File: src/iorm_pkg.sv
// Purpose: Shared constants and carrier types for the I/O register map and vector block.
// Assumes: One 40 MHz core clock; the processor core issues one I/O operation per cycle.
// Notes: Offsets are I/O port addresses; vectors are program memory word addresses.
package iorm_pkg;

  ////////////////////////////////////////////////////////////////////////////
  // Clocking and free-running timer.
  localparam int CLK_PERIOD_NS = 25;
  localparam int TIMER_TICK_NS = 1000;
  localparam int TIMER_DIV = TIMER_TICK_NS / CLK_PERIOD_NS;
  localparam int TIMER_WIDTH = 12;

  ////////////////////////////////////////////////////////////////////////////
  // Program memory map.
  localparam logic [13:0] VEC_RESET = 14'h0000;
  localparam logic [13:0] VEC_USB_RESET = 14'h0002;
  localparam logic [13:0] VEC_TMR_128US = 14'h0004;
  localparam logic [13:0] VEC_TMR_1MS = 14'h0006;
  localparam logic [13:0] VEC_EP0 = 14'h0008;
  localparam logic [13:0] VEC_EP1 = 14'h000A;
  localparam logic [13:0] VEC_EP2 = 14'h000C;
  localparam logic [13:0] VEC_CURRENT_SINK = 14'h0014;
  localparam logic [13:0] VEC_GPIO = 14'h0016;
  localparam logic [13:0] APP_CODE_START = 14'h001A;
  localparam logic [13:0] ROM_END_6K = 14'h17FF;
  localparam logic [13:0] ROM_END_8K = 14'h1FDF;

  ////////////////////////////////////////////////////////////////////////////
  // Data RAM map.
  localparam int RAM_DEPTH = 256;
  localparam logic [7:0] PSP_RESET = 8'h00;
  localparam logic [7:0] DSP_RESET = 8'h00;
  localparam logic [7:0] EP2_BUF_BASE = 8'hE8;
  localparam logic [7:0] EP1_BUF_BASE = 8'hF0;
  localparam logic [7:0] EP0_BUF_BASE = 8'hF8;

  ////////////////////////////////////////////////////////////////////////////
  // I/O port addresses.
  localparam logic [7:0] A_PORT0_DATA = 8'h00;
  localparam logic [7:0] A_PORT3_DATA = 8'h03;
  localparam logic [7:0] A_PORT0_IRQ_EN = 8'h04;
  localparam logic [7:0] A_PORT3_IRQ_EN = 8'h07;
  localparam logic [7:0] A_PIN_DRIVE_CFG = 8'h08;
  localparam logic [7:0] A_USB_DEV_ADDR = 8'h10;
  localparam logic [7:0] A_EP0_COUNT = 8'h11;
  localparam logic [7:0] A_EP0_MODE = 8'h12;
  localparam logic [7:0] A_EP1_COUNT = 8'h13;
  localparam logic [7:0] A_EP1_MODE = 8'h14;
  localparam logic [7:0] A_EP2_COUNT = 8'h15;
  localparam logic [7:0] A_EP2_MODE = 8'h16;
  localparam logic [7:0] A_USB_STAT_CTRL = 8'h1F;
  localparam logic [7:0] A_GLOBAL_IRQ_EN = 8'h20;
  localparam logic [7:0] A_EP_IRQ_EN = 8'h21;
  localparam logic [7:0] A_TIMER_LOW = 8'h24;
  localparam logic [7:0] A_TIMER_HIGH = 8'h25;
  localparam logic [7:0] A_WDT_CLEAR = 8'h26;
  localparam logic [7:0] A_SINK_DATA = 8'h30;
  localparam logic [7:0] A_SINK_IRQ_EN = 8'h31;
  localparam logic [7:0] A_SINK_IRQ_POL = 8'h32;
  localparam logic [7:0] A_SINK_LEVEL0 = 8'h38;
  localparam logic [7:0] A_SINK_LEVEL7 = 8'h3F;
  localparam logic [7:0] A_PROC_STAT_CTRL = 8'hFF;

  // Processor status and control fields and reset values.
  localparam int PSC_POR_BIT = 4;
  localparam int PSC_USB_RST_BIT = 5;
  localparam int PSC_WDR_BIT = 6;
  localparam logic [7:0] PSC_RESET = 8'h10;
  localparam logic [7:0] REG_RESET = 8'h00;

  ////////////////////////////////////////////////////////////////////////////
  // Interrupt sources in vector table order.
  typedef enum logic [3:0] {
    IORM_SRC_USB_RESET = 4'h0,
    IORM_SRC_TMR_128US = 4'h1,
    IORM_SRC_TMR_1MS = 4'h2,
    IORM_SRC_EP0 = 4'h3,
    IORM_SRC_EP1 = 4'h4,
    IORM_SRC_EP2 = 4'h5,
    IORM_SRC_SINK = 4'h6,
    IORM_SRC_GPIO = 4'h7
  } iorm_src_t;

  // Data RAM partition reported for an address.
  typedef enum logic [1:0] {
    IORM_RGN_GENERAL = 2'h0,
    IORM_RGN_EP2 = 2'h1,
    IORM_RGN_EP1 = 2'h2,
    IORM_RGN_EP0 = 2'h3
  } iorm_region_t;

  // One I/O instruction from the core.
  typedef struct packed {
    logic port_read_instr;
    logic port_write_instr;
    logic port_indexed_write_instr;
    logic [7:0] addr;
    logic [7:0] index_x;
    logic [7:0] acc;
  } iorm_io_req_t;

  // Stack pointer operations from the core.
  typedef struct packed {
    logic psp_push;
    logic psp_pop;
    logic dsp_push;
    logic dsp_pop;
    logic dsp_load;
    logic [7:0] dsp_value;
  } iorm_stack_op_t;

  // Register contents handed to the peripheral blocks.
  typedef struct packed {
    logic [3:0][7:0] port_data;
    logic [3:0][7:0] port_irq_en;
    logic [7:0] pin_drive_cfg;
    logic [7:0] usb_dev_addr;
    logic [2:0][7:0] ep_count;
    logic [2:0][7:0] ep_mode;
    logic [7:0] usb_stat_ctrl;
    logic [7:0] global_irq_en;
    logic [7:0] ep_irq_en;
    logic [7:0] sink_data;
    logic [7:0] sink_irq_en;
    logic [7:0] sink_irq_pol;
    logic [7:0][3:0] sink_level;
    logic [7:0] proc_stat_ctrl;
  } iorm_regs_t;

endpackage

File: src/iorm_core_map.sv
// Purpose: I/O port decode, vector table, stack pointers and data RAM partition of the core.
// Assumes: The core presents one I/O instruction per cycle and reads the answer one cycle later.
// Notes: Behaviour behind each port register other than the timer and the watchdog clear lives in the peripheral blocks fed by regs_q.

////////////////////////////////////////////////////////////////////////////////
// How it works
// - After reset the fetch address is zero.
// - Bus reset, 128 us and 1.024 ms timer vectors at 0x0002, 0x0004, 0x0006.
// - Endpoint 0, 1, 2 vectors at 0x0008, 0x000A, 0x000C.
// - Current sink vector 0x0014, GPIO 0x0016; other low slots carry no vector.
// - Data RAM holds exactly 256 bytes with an 8-bit address.
// - Program stack starts at zero and grows upward.
// - Data stack grows downward from a firmware chosen start.
// - Endpoint 2, 1, 0 buffers start at 0xE8, 0xF0, 0xF8.
// - A port read returns the selected port into the accumulator.
// - A port write stores the accumulator into the selected port.
// - Indexed write targets the address field plus the index register.
// - Indexed write with zero address field selects purely by index.
// - Timer low byte readable at 0x24.
// - Reading the low byte latches the timer's upper four bits at 0x25.
// - Four write-only port interrupt enables at 0x04 to 0x07.
// - Any write to 0x26 is a watchdog clear strobe.
// - Addresses 0x38 to 0x3F hold one four-bit sink level per pin.
// - Endpoint 1 and 2 mode registers are read/clear; endpoint 0 is read/write.
// - Data stack pointer resets to zero; first push lands at 0xFF.
// - Status register at 0xFF records power-on, bus and watchdog resets.
module iorm_core_map #(
  parameter bit ROM_8K = 1'b1
) (
  input wire logic mclk,
  input wire logic rst_n,
  input iorm_pkg::iorm_io_req_t io_req,
  output logic [7:0] io_rdata_q,
  output logic io_rvalid_q,
  input wire logic irq_take,
  input iorm_pkg::iorm_src_t irq_src,
  output logic [13:0] vector_q,
  output logic vector_valid_q,
  input wire logic [13:0] prog_addr,
  output logic prog_addr_ok,
  input iorm_pkg::iorm_stack_op_t stack_op,
  output logic [7:0] psp_q,
  output logic [7:0] dsp_q,
  input wire logic [7:0] ram_addr,
  input wire logic [7:0] ram_wdata,
  input wire logic ram_we,
  output logic [7:0] ram_rdata,
  output iorm_pkg::iorm_region_t ram_region,
  input wire logic usb_bus_reset_seen,
  input wire logic watchdog_reset_seen,
  input wire logic [1:0][7:0] ep_mode_hw_set,
  output logic watchdog_clear_q,
  output iorm_pkg::iorm_regs_t regs_q
);
  import iorm_pkg::*;

  ////////////////////////////////////////////////////////////////////////////
  // Helper functions.

  // Maps an interrupt source onto its vector table slot.
  function automatic logic [13:0] vector_of(input iorm_src_t src);
    case (src)
      IORM_SRC_USB_RESET: vector_of = VEC_USB_RESET;
      IORM_SRC_TMR_128US: vector_of = VEC_TMR_128US;
      IORM_SRC_TMR_1MS: vector_of = VEC_TMR_1MS;
      IORM_SRC_EP0: vector_of = VEC_EP0;
      IORM_SRC_EP1: vector_of = VEC_EP1;
      IORM_SRC_EP2: vector_of = VEC_EP2;
      IORM_SRC_SINK: vector_of = VEC_CURRENT_SINK;
      IORM_SRC_GPIO: vector_of = VEC_GPIO;
      default: vector_of = VEC_RESET;
    endcase
  endfunction

  // Names the RAM partition an address falls in.
  function automatic iorm_region_t region_of(input logic [7:0] a);
    if (a >= EP0_BUF_BASE) begin
      region_of = IORM_RGN_EP0;
    end else if (a >= EP1_BUF_BASE) begin
      region_of = IORM_RGN_EP1;
    end else if (a >= EP2_BUF_BASE) begin
      region_of = IORM_RGN_EP2;
    end else begin
      region_of = IORM_RGN_GENERAL;
    end
  endfunction

  ////////////////////////////////////////////////////////////////////////////
  // Address formation and strobes.
  logic [7:0] wr_addr;
  logic wr_any;
  logic rd_hit_timer_low;
  logic [TIMER_WIDTH-1:0] timer_count;
  logic [3:0] timer_high_q;

  // An indexed write adds X; a zero field leaves X alone as the address.
  assign wr_addr = io_req.port_indexed_write_instr ? 8'(io_req.addr + io_req.index_x)
                                                   : io_req.addr;
  assign wr_any = io_req.port_write_instr | io_req.port_indexed_write_instr;
  assign rd_hit_timer_low = io_req.port_read_instr && io_req.addr == A_TIMER_LOW;

  ////////////////////////////////////////////////////////////////////////////
  // Submodules.
  iorm_free_timer u_timer (
    .mclk(mclk),
    .rst_n(rst_n),
    .count_q(timer_count)
  );

  iorm_data_ram u_ram (
    .mclk(mclk),
    .addr(ram_addr),
    .wdata(ram_wdata),
    .we(ram_we),
    .rdata(ram_rdata)
  );

  assign ram_region = region_of(ram_addr);

  // Program memory bound depends on the variant; the top 32 bytes of 8 KB stay unused.
  assign prog_addr_ok = prog_addr <= (ROM_8K ? ROM_END_8K : ROM_END_6K);

  ////////////////////////////////////////////////////////////////////////////
  // Vector register: zero after reset, table slot on each taken interrupt.
  always_ff @(posedge mclk) begin
    if (!rst_n) begin
      vector_q <= VEC_RESET;
      vector_valid_q <= 1'b1;
    end else if (irq_take) begin
      vector_q <= vector_of(irq_src);
      vector_valid_q <= 1'b1;
    end else begin
      vector_valid_q <= 1'b0;
    end
  end

  ////////////////////////////////////////////////////////////////////////////
  // Program stack grows upward from zero.
  always_ff @(posedge mclk) begin
    if (!rst_n) begin
      psp_q <= PSP_RESET;
    end else if (stack_op.psp_push) begin
      psp_q <= psp_q + 8'h01;
    end else if (stack_op.psp_pop) begin
      psp_q <= psp_q - 8'h01;
    end
  end

  // Data stack pre-decrements on push, so a push from zero wraps to the top byte.
  always_ff @(posedge mclk) begin
    if (!rst_n) begin
      dsp_q <= DSP_RESET;
    end else if (stack_op.dsp_load) begin
      dsp_q <= stack_op.dsp_value;
    end else if (stack_op.dsp_push) begin
      dsp_q <= dsp_q - 8'h01;
    end else if (stack_op.dsp_pop) begin
      dsp_q <= dsp_q + 8'h01;
    end
  end

  ////////////////////////////////////////////////////////////////////////////
  // Port and GPIO configuration registers.
  always_ff @(posedge mclk) begin
    if (!rst_n) begin
      regs_q.port_data <= '0;
      regs_q.port_irq_en <= '0;
      regs_q.pin_drive_cfg <= REG_RESET;
    end else if (wr_any) begin
      if (wr_addr <= A_PORT3_DATA) begin
        regs_q.port_data[wr_addr[1:0]] <= io_req.acc;
      end else if (wr_addr >= A_PORT0_IRQ_EN && wr_addr <= A_PORT3_IRQ_EN) begin
        regs_q.port_irq_en[wr_addr[1:0]] <= io_req.acc;
      end else if (wr_addr == A_PIN_DRIVE_CFG) begin
        regs_q.pin_drive_cfg <= io_req.acc;
      end
    end
  end

  // USB address, endpoint counters and interrupt enables.
  always_ff @(posedge mclk) begin
    if (!rst_n) begin
      regs_q.usb_dev_addr <= REG_RESET;
      regs_q.ep_count <= '0;
      regs_q.usb_stat_ctrl <= REG_RESET;
      regs_q.global_irq_en <= REG_RESET;
      regs_q.ep_irq_en <= REG_RESET;
    end else if (wr_any) begin
      case (wr_addr)
        A_USB_DEV_ADDR: regs_q.usb_dev_addr <= io_req.acc;
        A_EP0_COUNT: regs_q.ep_count[0] <= io_req.acc;
        A_EP1_COUNT: regs_q.ep_count[1] <= io_req.acc;
        A_EP2_COUNT: regs_q.ep_count[2] <= io_req.acc;
        A_USB_STAT_CTRL: regs_q.usb_stat_ctrl <= io_req.acc;
        A_GLOBAL_IRQ_EN: regs_q.global_irq_en <= io_req.acc;
        A_EP_IRQ_EN: regs_q.ep_irq_en <= io_req.acc;
        default: regs_q.usb_dev_addr <= regs_q.usb_dev_addr;
      endcase
    end
  end

  // Endpoint 0 mode is plain read/write.
  always_ff @(posedge mclk) begin
    if (!rst_n) begin
      regs_q.ep_mode[0] <= REG_RESET;
    end else if (wr_any && wr_addr == A_EP0_MODE) begin
      regs_q.ep_mode[0] <= io_req.acc;
    end
  end

  // Endpoint 1 and 2 modes are read/clear: a write can only drop bits, and a hardware set wins.
  always_ff @(posedge mclk) begin
    if (!rst_n) begin
      regs_q.ep_mode[2:1] <= '0;
    end else begin
      regs_q.ep_mode[1] <= ((wr_any && wr_addr == A_EP1_MODE) ? (regs_q.ep_mode[1] & io_req.acc)
                                                               : regs_q.ep_mode[1]) | ep_mode_hw_set[0];
      regs_q.ep_mode[2] <= ((wr_any && wr_addr == A_EP2_MODE) ? (regs_q.ep_mode[2] & io_req.acc)
                                                               : regs_q.ep_mode[2]) | ep_mode_hw_set[1];
    end
  end

  // Current sink port data, interrupt enable, polarity and per-pin levels.
  always_ff @(posedge mclk) begin
    if (!rst_n) begin
      regs_q.sink_data <= REG_RESET;
      regs_q.sink_irq_en <= REG_RESET;
      regs_q.sink_irq_pol <= REG_RESET;
      regs_q.sink_level <= '0;
    end else if (wr_any) begin
      if (wr_addr == A_SINK_DATA) begin
        regs_q.sink_data <= io_req.acc;
      end else if (wr_addr == A_SINK_IRQ_EN) begin
        regs_q.sink_irq_en <= io_req.acc;
      end else if (wr_addr == A_SINK_IRQ_POL) begin
        regs_q.sink_irq_pol <= io_req.acc;
      end else if (wr_addr >= A_SINK_LEVEL0 && wr_addr <= A_SINK_LEVEL7) begin
        regs_q.sink_level[wr_addr[2:0]] <= io_req.acc[3:0];
      end
    end
  end

  ////////////////////////////////////////////////////////////////////////////
  // Processor status: reset starts with the power-on flag; cause flags set over a clear.
  always_ff @(posedge mclk) begin
    if (!rst_n) begin
      regs_q.proc_stat_ctrl <= PSC_RESET;
    end else begin
      regs_q.proc_stat_ctrl <= (wr_any && wr_addr == A_PROC_STAT_CTRL) ? io_req.acc : regs_q.proc_stat_ctrl;
      if (usb_bus_reset_seen) begin
        regs_q.proc_stat_ctrl[PSC_USB_RST_BIT] <= 1'b1;
      end
      if (watchdog_reset_seen) begin
        regs_q.proc_stat_ctrl[PSC_WDR_BIT] <= 1'b1;
      end
    end
  end

  // Watchdog clear is a one-cycle strobe; the written value is discarded.
  always_ff @(posedge mclk) begin
    if (!rst_n) begin
      watchdog_clear_q <= 1'b0;
    end else begin
      watchdog_clear_q <= wr_any && wr_addr == A_WDT_CLEAR;
    end
  end

  ////////////////////////////////////////////////////////////////////////////
  // Timer upper bits frozen by a low-byte read so the two bytes belong together.
  always_ff @(posedge mclk) begin
    if (!rst_n) begin
      timer_high_q <= 4'h0;
    end else if (rd_hit_timer_low) begin
      timer_high_q <= timer_count[11:8];
    end
  end

  // Read return register; write-only and unassigned ports answer zero.
  always_ff @(posedge mclk) begin
    if (!rst_n) begin
      io_rdata_q <= 8'h00;
      io_rvalid_q <= 1'b0;
    end else begin
      io_rvalid_q <= io_req.port_read_instr;
      if (io_req.port_read_instr) begin
        case (io_req.addr)
          8'h00, 8'h01, 8'h02, A_PORT3_DATA: io_rdata_q <= regs_q.port_data[io_req.addr[1:0]];
          A_PIN_DRIVE_CFG: io_rdata_q <= regs_q.pin_drive_cfg;
          A_USB_DEV_ADDR: io_rdata_q <= regs_q.usb_dev_addr;
          A_EP0_COUNT: io_rdata_q <= regs_q.ep_count[0];
          A_EP0_MODE: io_rdata_q <= regs_q.ep_mode[0];
          A_EP1_COUNT: io_rdata_q <= regs_q.ep_count[1];
          A_EP1_MODE: io_rdata_q <= regs_q.ep_mode[1];
          A_EP2_COUNT: io_rdata_q <= regs_q.ep_count[2];
          A_EP2_MODE: io_rdata_q <= regs_q.ep_mode[2];
          A_USB_STAT_CTRL: io_rdata_q <= regs_q.usb_stat_ctrl;
          A_GLOBAL_IRQ_EN: io_rdata_q <= regs_q.global_irq_en;
          A_EP_IRQ_EN: io_rdata_q <= regs_q.ep_irq_en;
          A_TIMER_LOW: io_rdata_q <= timer_count[7:0];
          A_TIMER_HIGH: io_rdata_q <= {4'h0, timer_high_q};
          A_SINK_DATA: io_rdata_q <= regs_q.sink_data;
          A_PROC_STAT_CTRL: io_rdata_q <= regs_q.proc_stat_ctrl;
          default: io_rdata_q <= 8'h00;
        endcase
      end
    end
  end

  ////////////////////////////////////////////////////////////////////////////
  // Checks.
  reset_vector_a: assert property (@(posedge mclk) !rst_n |=> vector_q == 14'h0000 && psp_q == 8'h00)
    else $error("fetch address or program stack not zero after reset");
  timer_vector_a: assert property (@(posedge mclk) disable iff (!rst_n)
    irq_take && irq_src == IORM_SRC_TMR_1MS |=> vector_q == 14'h0006 && vector_valid_q)
    else $error("1 ms timer vector wrong");
  ep_vector_a: assert property (@(posedge mclk) disable iff (!rst_n)
    irq_take && irq_src == IORM_SRC_EP2 |=> vector_q == 14'h000C)
    else $error("endpoint 2 vector wrong");
  gpio_vector_a: assert property (@(posedge mclk) disable iff (!rst_n)
    irq_take && irq_src == IORM_SRC_GPIO |=> vector_q == 14'h0016 && vector_q >= 14'h0014)
    else $error("GPIO vector wrong");
  index_write_a: assert property (@(posedge mclk) disable iff (!rst_n)
    io_req.port_indexed_write_instr && io_req.addr == 8'h00 && io_req.index_x == 8'h26 |=> watchdog_clear_q)
    else $error("indexed write missed its port");
  timer_latch_a: assert property (@(posedge mclk) disable iff (!rst_n)
    rd_hit_timer_low |=> timer_high_q == $past(timer_count[11:8]) && io_rvalid_q)
    else $error("timer high bits not latched on low read");
  wdt_strobe_a: assert property (@(posedge mclk) disable iff (!rst_n)
    watchdog_clear_q |=> !watchdog_clear_q || $past(wr_any && wr_addr == A_WDT_CLEAR))
    else $error("watchdog clear strobe stuck");
  wo_read_a: assert property (@(posedge mclk) disable iff (!rst_n)
    io_req.port_read_instr && io_req.addr inside {8'h04, 8'h26, 8'h38, 8'h09} |=> io_rdata_q == 8'h00)
    else $error("write-only or unassigned port read not zero");
  dsp_push_a: assert property (@(posedge mclk) disable iff (!rst_n)
    dsp_q == 8'h00 && stack_op.dsp_push && !stack_op.dsp_load |=> dsp_q == 8'hFF)
    else $error("first push from zero did not land at top byte");
  ep_region_a: assert property (@(posedge mclk) disable iff (!rst_n)
    ram_addr == 8'hF0 |-> ram_region == IORM_RGN_EP1)
    else $error("endpoint 1 buffer base wrong");
  cause_flag_a: assert property (@(posedge mclk) disable iff (!rst_n)
    watchdog_reset_seen |=> regs_q.proc_stat_ctrl[6])
    else $error("watchdog cause not recorded");

  timer_pair_c: cover property (@(posedge mclk) disable iff (!rst_n)
    rd_hit_timer_low ##1 (io_req.port_read_instr && io_req.addr == A_TIMER_HIGH));
  indexed_write_c: cover property (@(posedge mclk) disable iff (!rst_n) io_req.port_indexed_write_instr);
  irq_vector_c: cover property (@(posedge mclk) disable iff (!rst_n) irq_take ##1 vector_valid_q);
endmodule

File: src/iorm_data_ram.sv
// Purpose: The 256-byte data RAM shared by stacks, variables and endpoint buffers.
// Assumes: One access per cycle; write and read share the address.
// Notes: Read data come from a register one cycle after the address.
module iorm_data_ram #(
  parameter int DEPTH = iorm_pkg::RAM_DEPTH
) (
  input wire logic mclk,
  input wire logic [7:0] addr,
  input wire logic [7:0] wdata,
  input wire logic we,
  output logic [7:0] rdata
);
  import iorm_pkg::*;

  logic [7:0] mem [DEPTH];

  // Write first, then register the old contents; the core never reads a byte it writes in the same cycle.
  always_ff @(posedge mclk) begin
    if (we) begin
      mem[addr] <= wdata;
    end
    rdata <= mem[addr];
  end
endmodule

File: src/iorm_free_timer.sv
// Purpose: Twelve-bit free-running timer that advances once per microsecond.
// Assumes: mclk at 40 MHz, so the prescaler divides by forty.
// Notes: The count wraps silently; nothing in this block is told about wraps.
module iorm_free_timer #(
  parameter int DIV = iorm_pkg::TIMER_DIV,
  parameter int WIDTH = iorm_pkg::TIMER_WIDTH
) (
  input wire logic mclk,
  input wire logic rst_n,
  output logic [WIDTH-1:0] count_q
);
  import iorm_pkg::*;

  logic [7:0] pre_q;

  // Prescaler reaching the last cycle of each microsecond.
  always_ff @(posedge mclk) begin
    if (!rst_n || pre_q == 8'(DIV - 1)) begin
      pre_q <= 8'h00;
    end else begin
      pre_q <= pre_q + 8'h01;
    end
  end

  // Count advances on the prescaler's last cycle.
  always_ff @(posedge mclk) begin
    if (!rst_n) begin
      count_q <= '0;
    end else if (pre_q == 8'(DIV - 1)) begin
      count_q <= count_q + 1'b1;
    end
  end
endmodule

File: config.mk
export PLATFORM = sky130hd
export DESIGN_NAME = iorm_core_map
export DESIGN_NICKNAME = d
export VERILOG_FILES = /design/src/iorm_pkg.sv /design/src/iorm_core_map.sv /design/src/iorm_data_ram.sv /design/src/iorm_free_timer.sv
export SDC_FILE = /design/constraint.sdc
export NUM_CORES = 2
export LEC_CHECK = 0
export ABC_AREA = 1
export BUFFER_PORTS_ARGS = -buffer_cell sky130_fd_sc_hd__buf_2
export CORE_MARGIN = 2
export CORE_UTILIZATION = 40
export CTS_BUF_LIST = sky130_fd_sc_hd__clkbuf_8
export DETAILED_ROUTE_END_ITERATION = 8
export PLACE_DENSITY_LB_ADDON = 0.08
export REMOVE_ABC_BUFFERS = 1
export SKIP_CTS_REPAIR_TIMING = 1
export SYNTH_ARGS = -nofsm -noshare
export SYNTH_HDL_FRONTEND = slang
export SYNTH_SLANG_ARGS = --single-unit
export TNS_END_PERCENT = 30
File: constraint.sdc
create_clock -name mclk -period 4.52 [get_ports mclk]
set_input_delay 0.226 -clock mclk [delete_from_list [all_inputs] [get_ports mclk]]
set_output_delay 0.226 -clock mclk [all_outputs]
set_load 0.01 [all_outputs]
After elaboration in Yosys (flattened, before gate mapping). Memory sizes are Yosys's and may differ from the RTL's. A register that Yosys moved wholly into a read port is not among the register bits. Index checks and enable logic that the tools add are counted.

Bits in registers: 281. RAM bits: 2048. Memory bits (read-only): 32. Output and inout port bits: 268. Logic and storage cells: 171. Memories kept: 2.

Add/sub/neg operators: 7. $lt $le $gt $ge: 14. Equality and inequality tests: 35. Multiplexer cells: 28. Bitwise operators: 10. Reductions and logical operators: 32.

Memory list: u_ram.mem (depth 256, bits a word 8, rd ports 1, clocked after Yosys merged registers in 1, wr ports 1, RTL line iorm_data_ram.sv:15) `logic [7:0] mem [DEPTH];`; (no name shown) (depth 8, bits a word 4, rd ports 1, clocked after Yosys merged registers in 0, wr ports 0, RTL line iorm_core_map.sv:62) `case (src)`.

Operators with widths (count): 8-bit by 5-bit == test with 1-bit output, second input constant (16); 8-bit one-hot mux with 16 select lines (1); 32-bit bitwise mux (3); 8-bit by 6-bit == test with 1-bit output, second input constant (12); 8-bit 2-to-1 mux (10); 8-bit by 1-bit adder with 8-bit output, second input constant (3); 8-bit greater-or-equal comparator, second input constant (3); 2-bit AND reduction (9); 8-bit AND (2); 8-bit binary-select mux with 2-bit select (1); 8-bit demux with 2-bit select (1); 8-bit by 2-bit == test with 1-bit output, second input constant (2); 8-bit by 4-bit == test with 1-bit output, second input constant (2); 8-bit == test, second input constant (2); 8-bit OR (2); 8-bit by 1-bit subtractor with 8-bit output, second input constant (2); 14-bit by 13-bit <= comparator with 1-bit output, second input constant (1); 14-bit 2-to-1 mux (1); 12-bit by 1-bit adder with 12-bit output, second input constant (1); 4-bit demux with 3-bit select (1); 1-bit logical AND (10); 8-bit adder (1); 8-bit by 1-bit == test with 1-bit output, second input constant (1); 8-bit by 3-bit greater-or-equal comparator with 1-bit output, second input constant (1); other kinds (23) (38).

Logic depth before layout (Yosys ltp).
Word-level depth: 7. Mapped depth: 18. Gate-level depth less buffers: 17.

Modules after synthesis. Synthesis repeated with hierarchy kept, for this count alone.

Cell total of the unflattened synthesis: 10069. Area total of the unflattened synthesis: 98255.5 um2.

By module, submodules not included: iorm_data_ram (instances 1, cells an instance 8021, area each 84856.4 um2, sequential area each 61659.1 um2); iorm_core_map (instances 1, cells an instance 1919, area each 12462.0 um2, sequential area each 5024.8 um2); iorm_free_timer (instances 1, cells an instance 129, area each 937.1 um2, sequential area each 400.4 um2).

Worst setup path before layout. No wires, ideal clock.

Path type: input-to-reg. Start: in ram_addr[1]. End: mem u_ram.mem[234][0] (enable). Library setup time: 370 ps. Data arrival time: 1961 ps. Required time: 4150 ps. Path slack: 2189 ps. Cell stages on the path: 11. Buffers on the path: 5. Path through: buf_4 inv_2 nor2_2 buf_2 buf_4 buf_2 inv_2 nor2_1 nand2_1 buf_2 nor2_1.

RTL lines: from (decl) (RTL line iorm_core_map.sv:44) `input wire logic [7:0] ram_addr,`; to (decl) (RTL line iorm_data_ram.sv:15).

Straight into the memory's write port.

==> flow_metrics.tcl <==
set metrics [dict create \
    outcome "finished, violations left" \
    violations "hold timing" \
    synth.avg_cell_area_um2 10.9 \
    synth_cell_types 49 \
    grt_overflow 0 \
    p_int_mw 33.1 \
    drt-wirelength-per-cell_um 24.2 \
    cp-end-kind "register" \
    seqPwrFrac_pct 53.7 \
    startpoint "ram_addr[7]" \
    crit_path_start_kind "input pin" \
    drc_errors 0 \
    clk_path_buf_depth 4 \
    fin_skew_ps 42.6 \
    vias 65900 \
    grt_pass1_vias 63100 \
    leakagePower_nw 40.7 \
    tightest_slew_ps 1240 \
    arrival_ps 4520 \
    synth_edf_count 2048 \
    drt.antenna.violating_nets 0 \
    ctsRootBufferMaster "clkbuf_8" \
    max_freq_mhz 284 \
    cp.required_ps 5520 \
    crit_type "input pin to register" \
    max_slew_margin_pct 16.4 \
    layout.cells.non_filler 12700 \
    dp_hpwl_mm 190 \
    grt_pass1_wl_mm 440 \
    async_flop_share_pct 0 \
    p_sw_share_pct 24.5 \
    h-tree-depth 5 \
    clk_pin_slew_ps 70 \
    gp_congestion 0.920 \
    fin_ws_ps 996 \
    syn_inst 8574 \
    insertion_delay_ps 1060 \
    hp-start "io_req[21]" \
    drv_cap 0 \
    powerDensity_nw_per_um2 404 \
    synthFlopType "edfxtp_1" \
    hp-class "input pin to register" \
    cts_tree "done" \
    drt_wl_total_mm 307 \
    clock_power_share_pct 39.6 \
    grt_use_total_pct 25.3 \
    synth_area_um2 93600 \
    rr_startpoint "u_ram.mem[166][3]" \
    hold_viol_final 7 \
    dieHeight_um 488 \
    via_per_inst 5.21 \
    layout_common_cells "3462 x nand2_1, 2048 x edfxtp_1, 731 x nor2_1" \
    vdd_drop_max_mv 0.310 \
    critPathMaxFanout 20 \
    ys_ff_latch 2327 \
    drive_gt1_share_pct 12.6 \
    grt_max_degree 127 \
    tritoncts.num_buffers 408 \
    fp.dieW_um 488 \
    dieArea_um2 238000 \
    antenna_found_initial 12 \
    final_common_cell "nand2_1" \
    num-nets-final 9442 \
    initial_utilization_pct 40.2 \
    area_delta_synth_final_pct 15.9 \
    min_period_over_period_pct 78.0 \
    coreArea_um2 233000 \
    drt_iter0_markers 5610 \
    port_buffers 348 \
    synth-seq-area-share_pct 71.7 \
    dp.cells 11800 \
    clock-sinks 2327 \
    fp-row-count 177 \
    combPwrFrac_pct 6.6 \
    p_switching_mw 10.7 \
    rsz0062_at_grt "false" \
    place_ws_ps 735 \
    min_period_ps 3520 \
    io_pins 364 \
    ys_warn_count 0 \
    maxSlewViolCount 0 \
    holdWs_ps -21.3 \
    drt-pass1-iter-count 7 \
    finalSetupViolations 0 \
]
-- synthesized netlist by cell type, types with 2 or more instances --
| cell type | n | area [um^2] |
|---|---|---|
| buf_4 | 15 | 113 |
| inv_2 | 15 | 56.3 |
| buf_1 | 67 | 251 |
| nor3_1 | 16 | 80.1 |
| nor2_4 | 11 | 124 |
| clkbuf_1 | 264 | 991 |
| nand4_1 | 446 | 2790 |
| o21ai_1 | 14 | 70.1 |
| edfxtp_1 | 2048 | 61500 |
| nor4_1 | 2 | 12.5 |
| nand2_1 | 3476 | 13000 |
| xor2_1 | 5 | 43.8 |
| fa_1 | 3 | 60.1 |
| ha_1 | 23 | 288 |
| buf_2 | 72 | 360 |
| o21ai_0 | 175 | 876 |
| and3_1 | 3 | 18.8 |
| inv_1 | 341 | 1280 |
| o211ai_1 | 3 | 22.5 |
| nand2_2 | 11 | 68.8 |
| dfxtp_1 | 279 | 5590 |
| a31oi_1 | 7 | 43.8 |
| buf_6 | 7 | 78.8 |
| o21ai_2 | 3 | 26.3 |
| nand2_4 | 2 | 22.5 |
| o21ai_4 | 2 | 32.5 |
| or2_2 | 5 | 31.3 |
| nand3_1 | 180 | 901 |
| nor2_1 | 736 | 2760 |
| nor2_2 | 13 | 81.3 |
| o22ai_1 | 16 | 100 |
| nand3_2 | 3 | 30.0 |
| clkinv_1 | 13 | 48.8 |
| o21a_1 | 2 | 15.0 |
| nand3b_1 | 2 | 15.0 |
| a21oi_1 | 202 | 1010 |
| a22oi_1 | 74 | 556 |
| xnor2_1 | 6 | 52.6 |
| nor3b_1 | 2 | 15.0 |
-- metal layers --
| layer | up-vias | track usage (%) | routed length, um |
|---|---|---|---|
| met4 | 6 | 8.48 | 10200 |
| met2 | 2309 | 41.3 | 145000 |
| met5 | - | 0 | 54 |
| met3 | 498 | 3.96 | 19400 |
| met1 | 32500 | 34.5 | 132000 |
| li1 | 30600 | - | - |
-- layout make-up --
type	count	area, um^2
clock buffers	424	5840
fillers	21900	124000
repair buffers	752	5630
inverters	369	1410
multi-input cells	5462	23400
diodes	13	32.5
clock inverters	269	1220
flip-flops and latches	2327	67100
well taps	3043	3810
-- registers in the layout, indices dropped and copies added (netlist names) --
name / cells
io_rvalid_q: 1
timer_high_q: 4
u_ram.mem: 2048
u_ram.rdata: 8
u_timer.pre_q: 8
vector_q: 4
watchdog_clear_q: 1
psp_q: 8
regs_q: 216
dsp_q: 8
io_rdata_q: 8
vector_valid_q: 1
u_timer.count_q: 12
-- stage by stage --
step                      utilization (%)  hold WS [ps]  cell area, um^2  setup TNS (ps)  power (mW)
after CTS                            46.1          -693           107000               0        44.1
after global placement               43.1           437           100000               0        26.8
after floorplan                         -           296            91800        -6935660        25.5
after detailed placement             43.1           442           100000               0        26.8
after global routing                 46.6         -5.63           108000               0        45.3
final                                46.6         -21.3           108000               0        43.8
-- power groups by stage --
stage | Clock [mW] | Combinational [mW] | Sequential, mW
global placement | 0 | 2.80 | 24.0
detailed placement | 0 | 2.82 | 24.0
finish | 17.4 | 2.90 | 23.5
floorplan | 0 | 1.49 | 24.0
CTS | 17.8 | 2.83 | 23.5
global route | 18.6 | 3.15 | 23.5
-- worst max-delay path, cell delays in order --
cell and delay (ps):
dlygate4sd3_1 590, buf_2 160, inv_1 40, nor2_1 70, dlygate4sd3_1 550, buf_4 220
inv_1 80, nor2_1 530, inv_1 530, nor2_1 590, nor2_1 170, nand2_1 100
nor2_1 60, nand3_1 50, dlygate4sd3_1 540
-- kinds of logic (layout without fill, tap and decap cells) --
kind of cell,Yosys count,after routing,share of synthesized area [%]
xor+xnor,11,11,0.103
fa+ha+maj,26,26,0.372
simple gates,4914,4914,21.5
buf+inv,794,1814,3.40
flops,2327,2327,71.7
compound gates,501,501,2.97
other cells,1,23,0.00401
-- worst paths after layout --
check                          to  slack [ps]  depth (start not counted)
setup reg to reg   u_ram.rdata[3]        1380                         12
hold reg to reg   timer_high_q[1]         450                          2
hold / removal        regs_q[195]         -20                          8
setup / recovery   u_ram.rdata[6]        1000                         15
(Power assumes the default switching activity.)
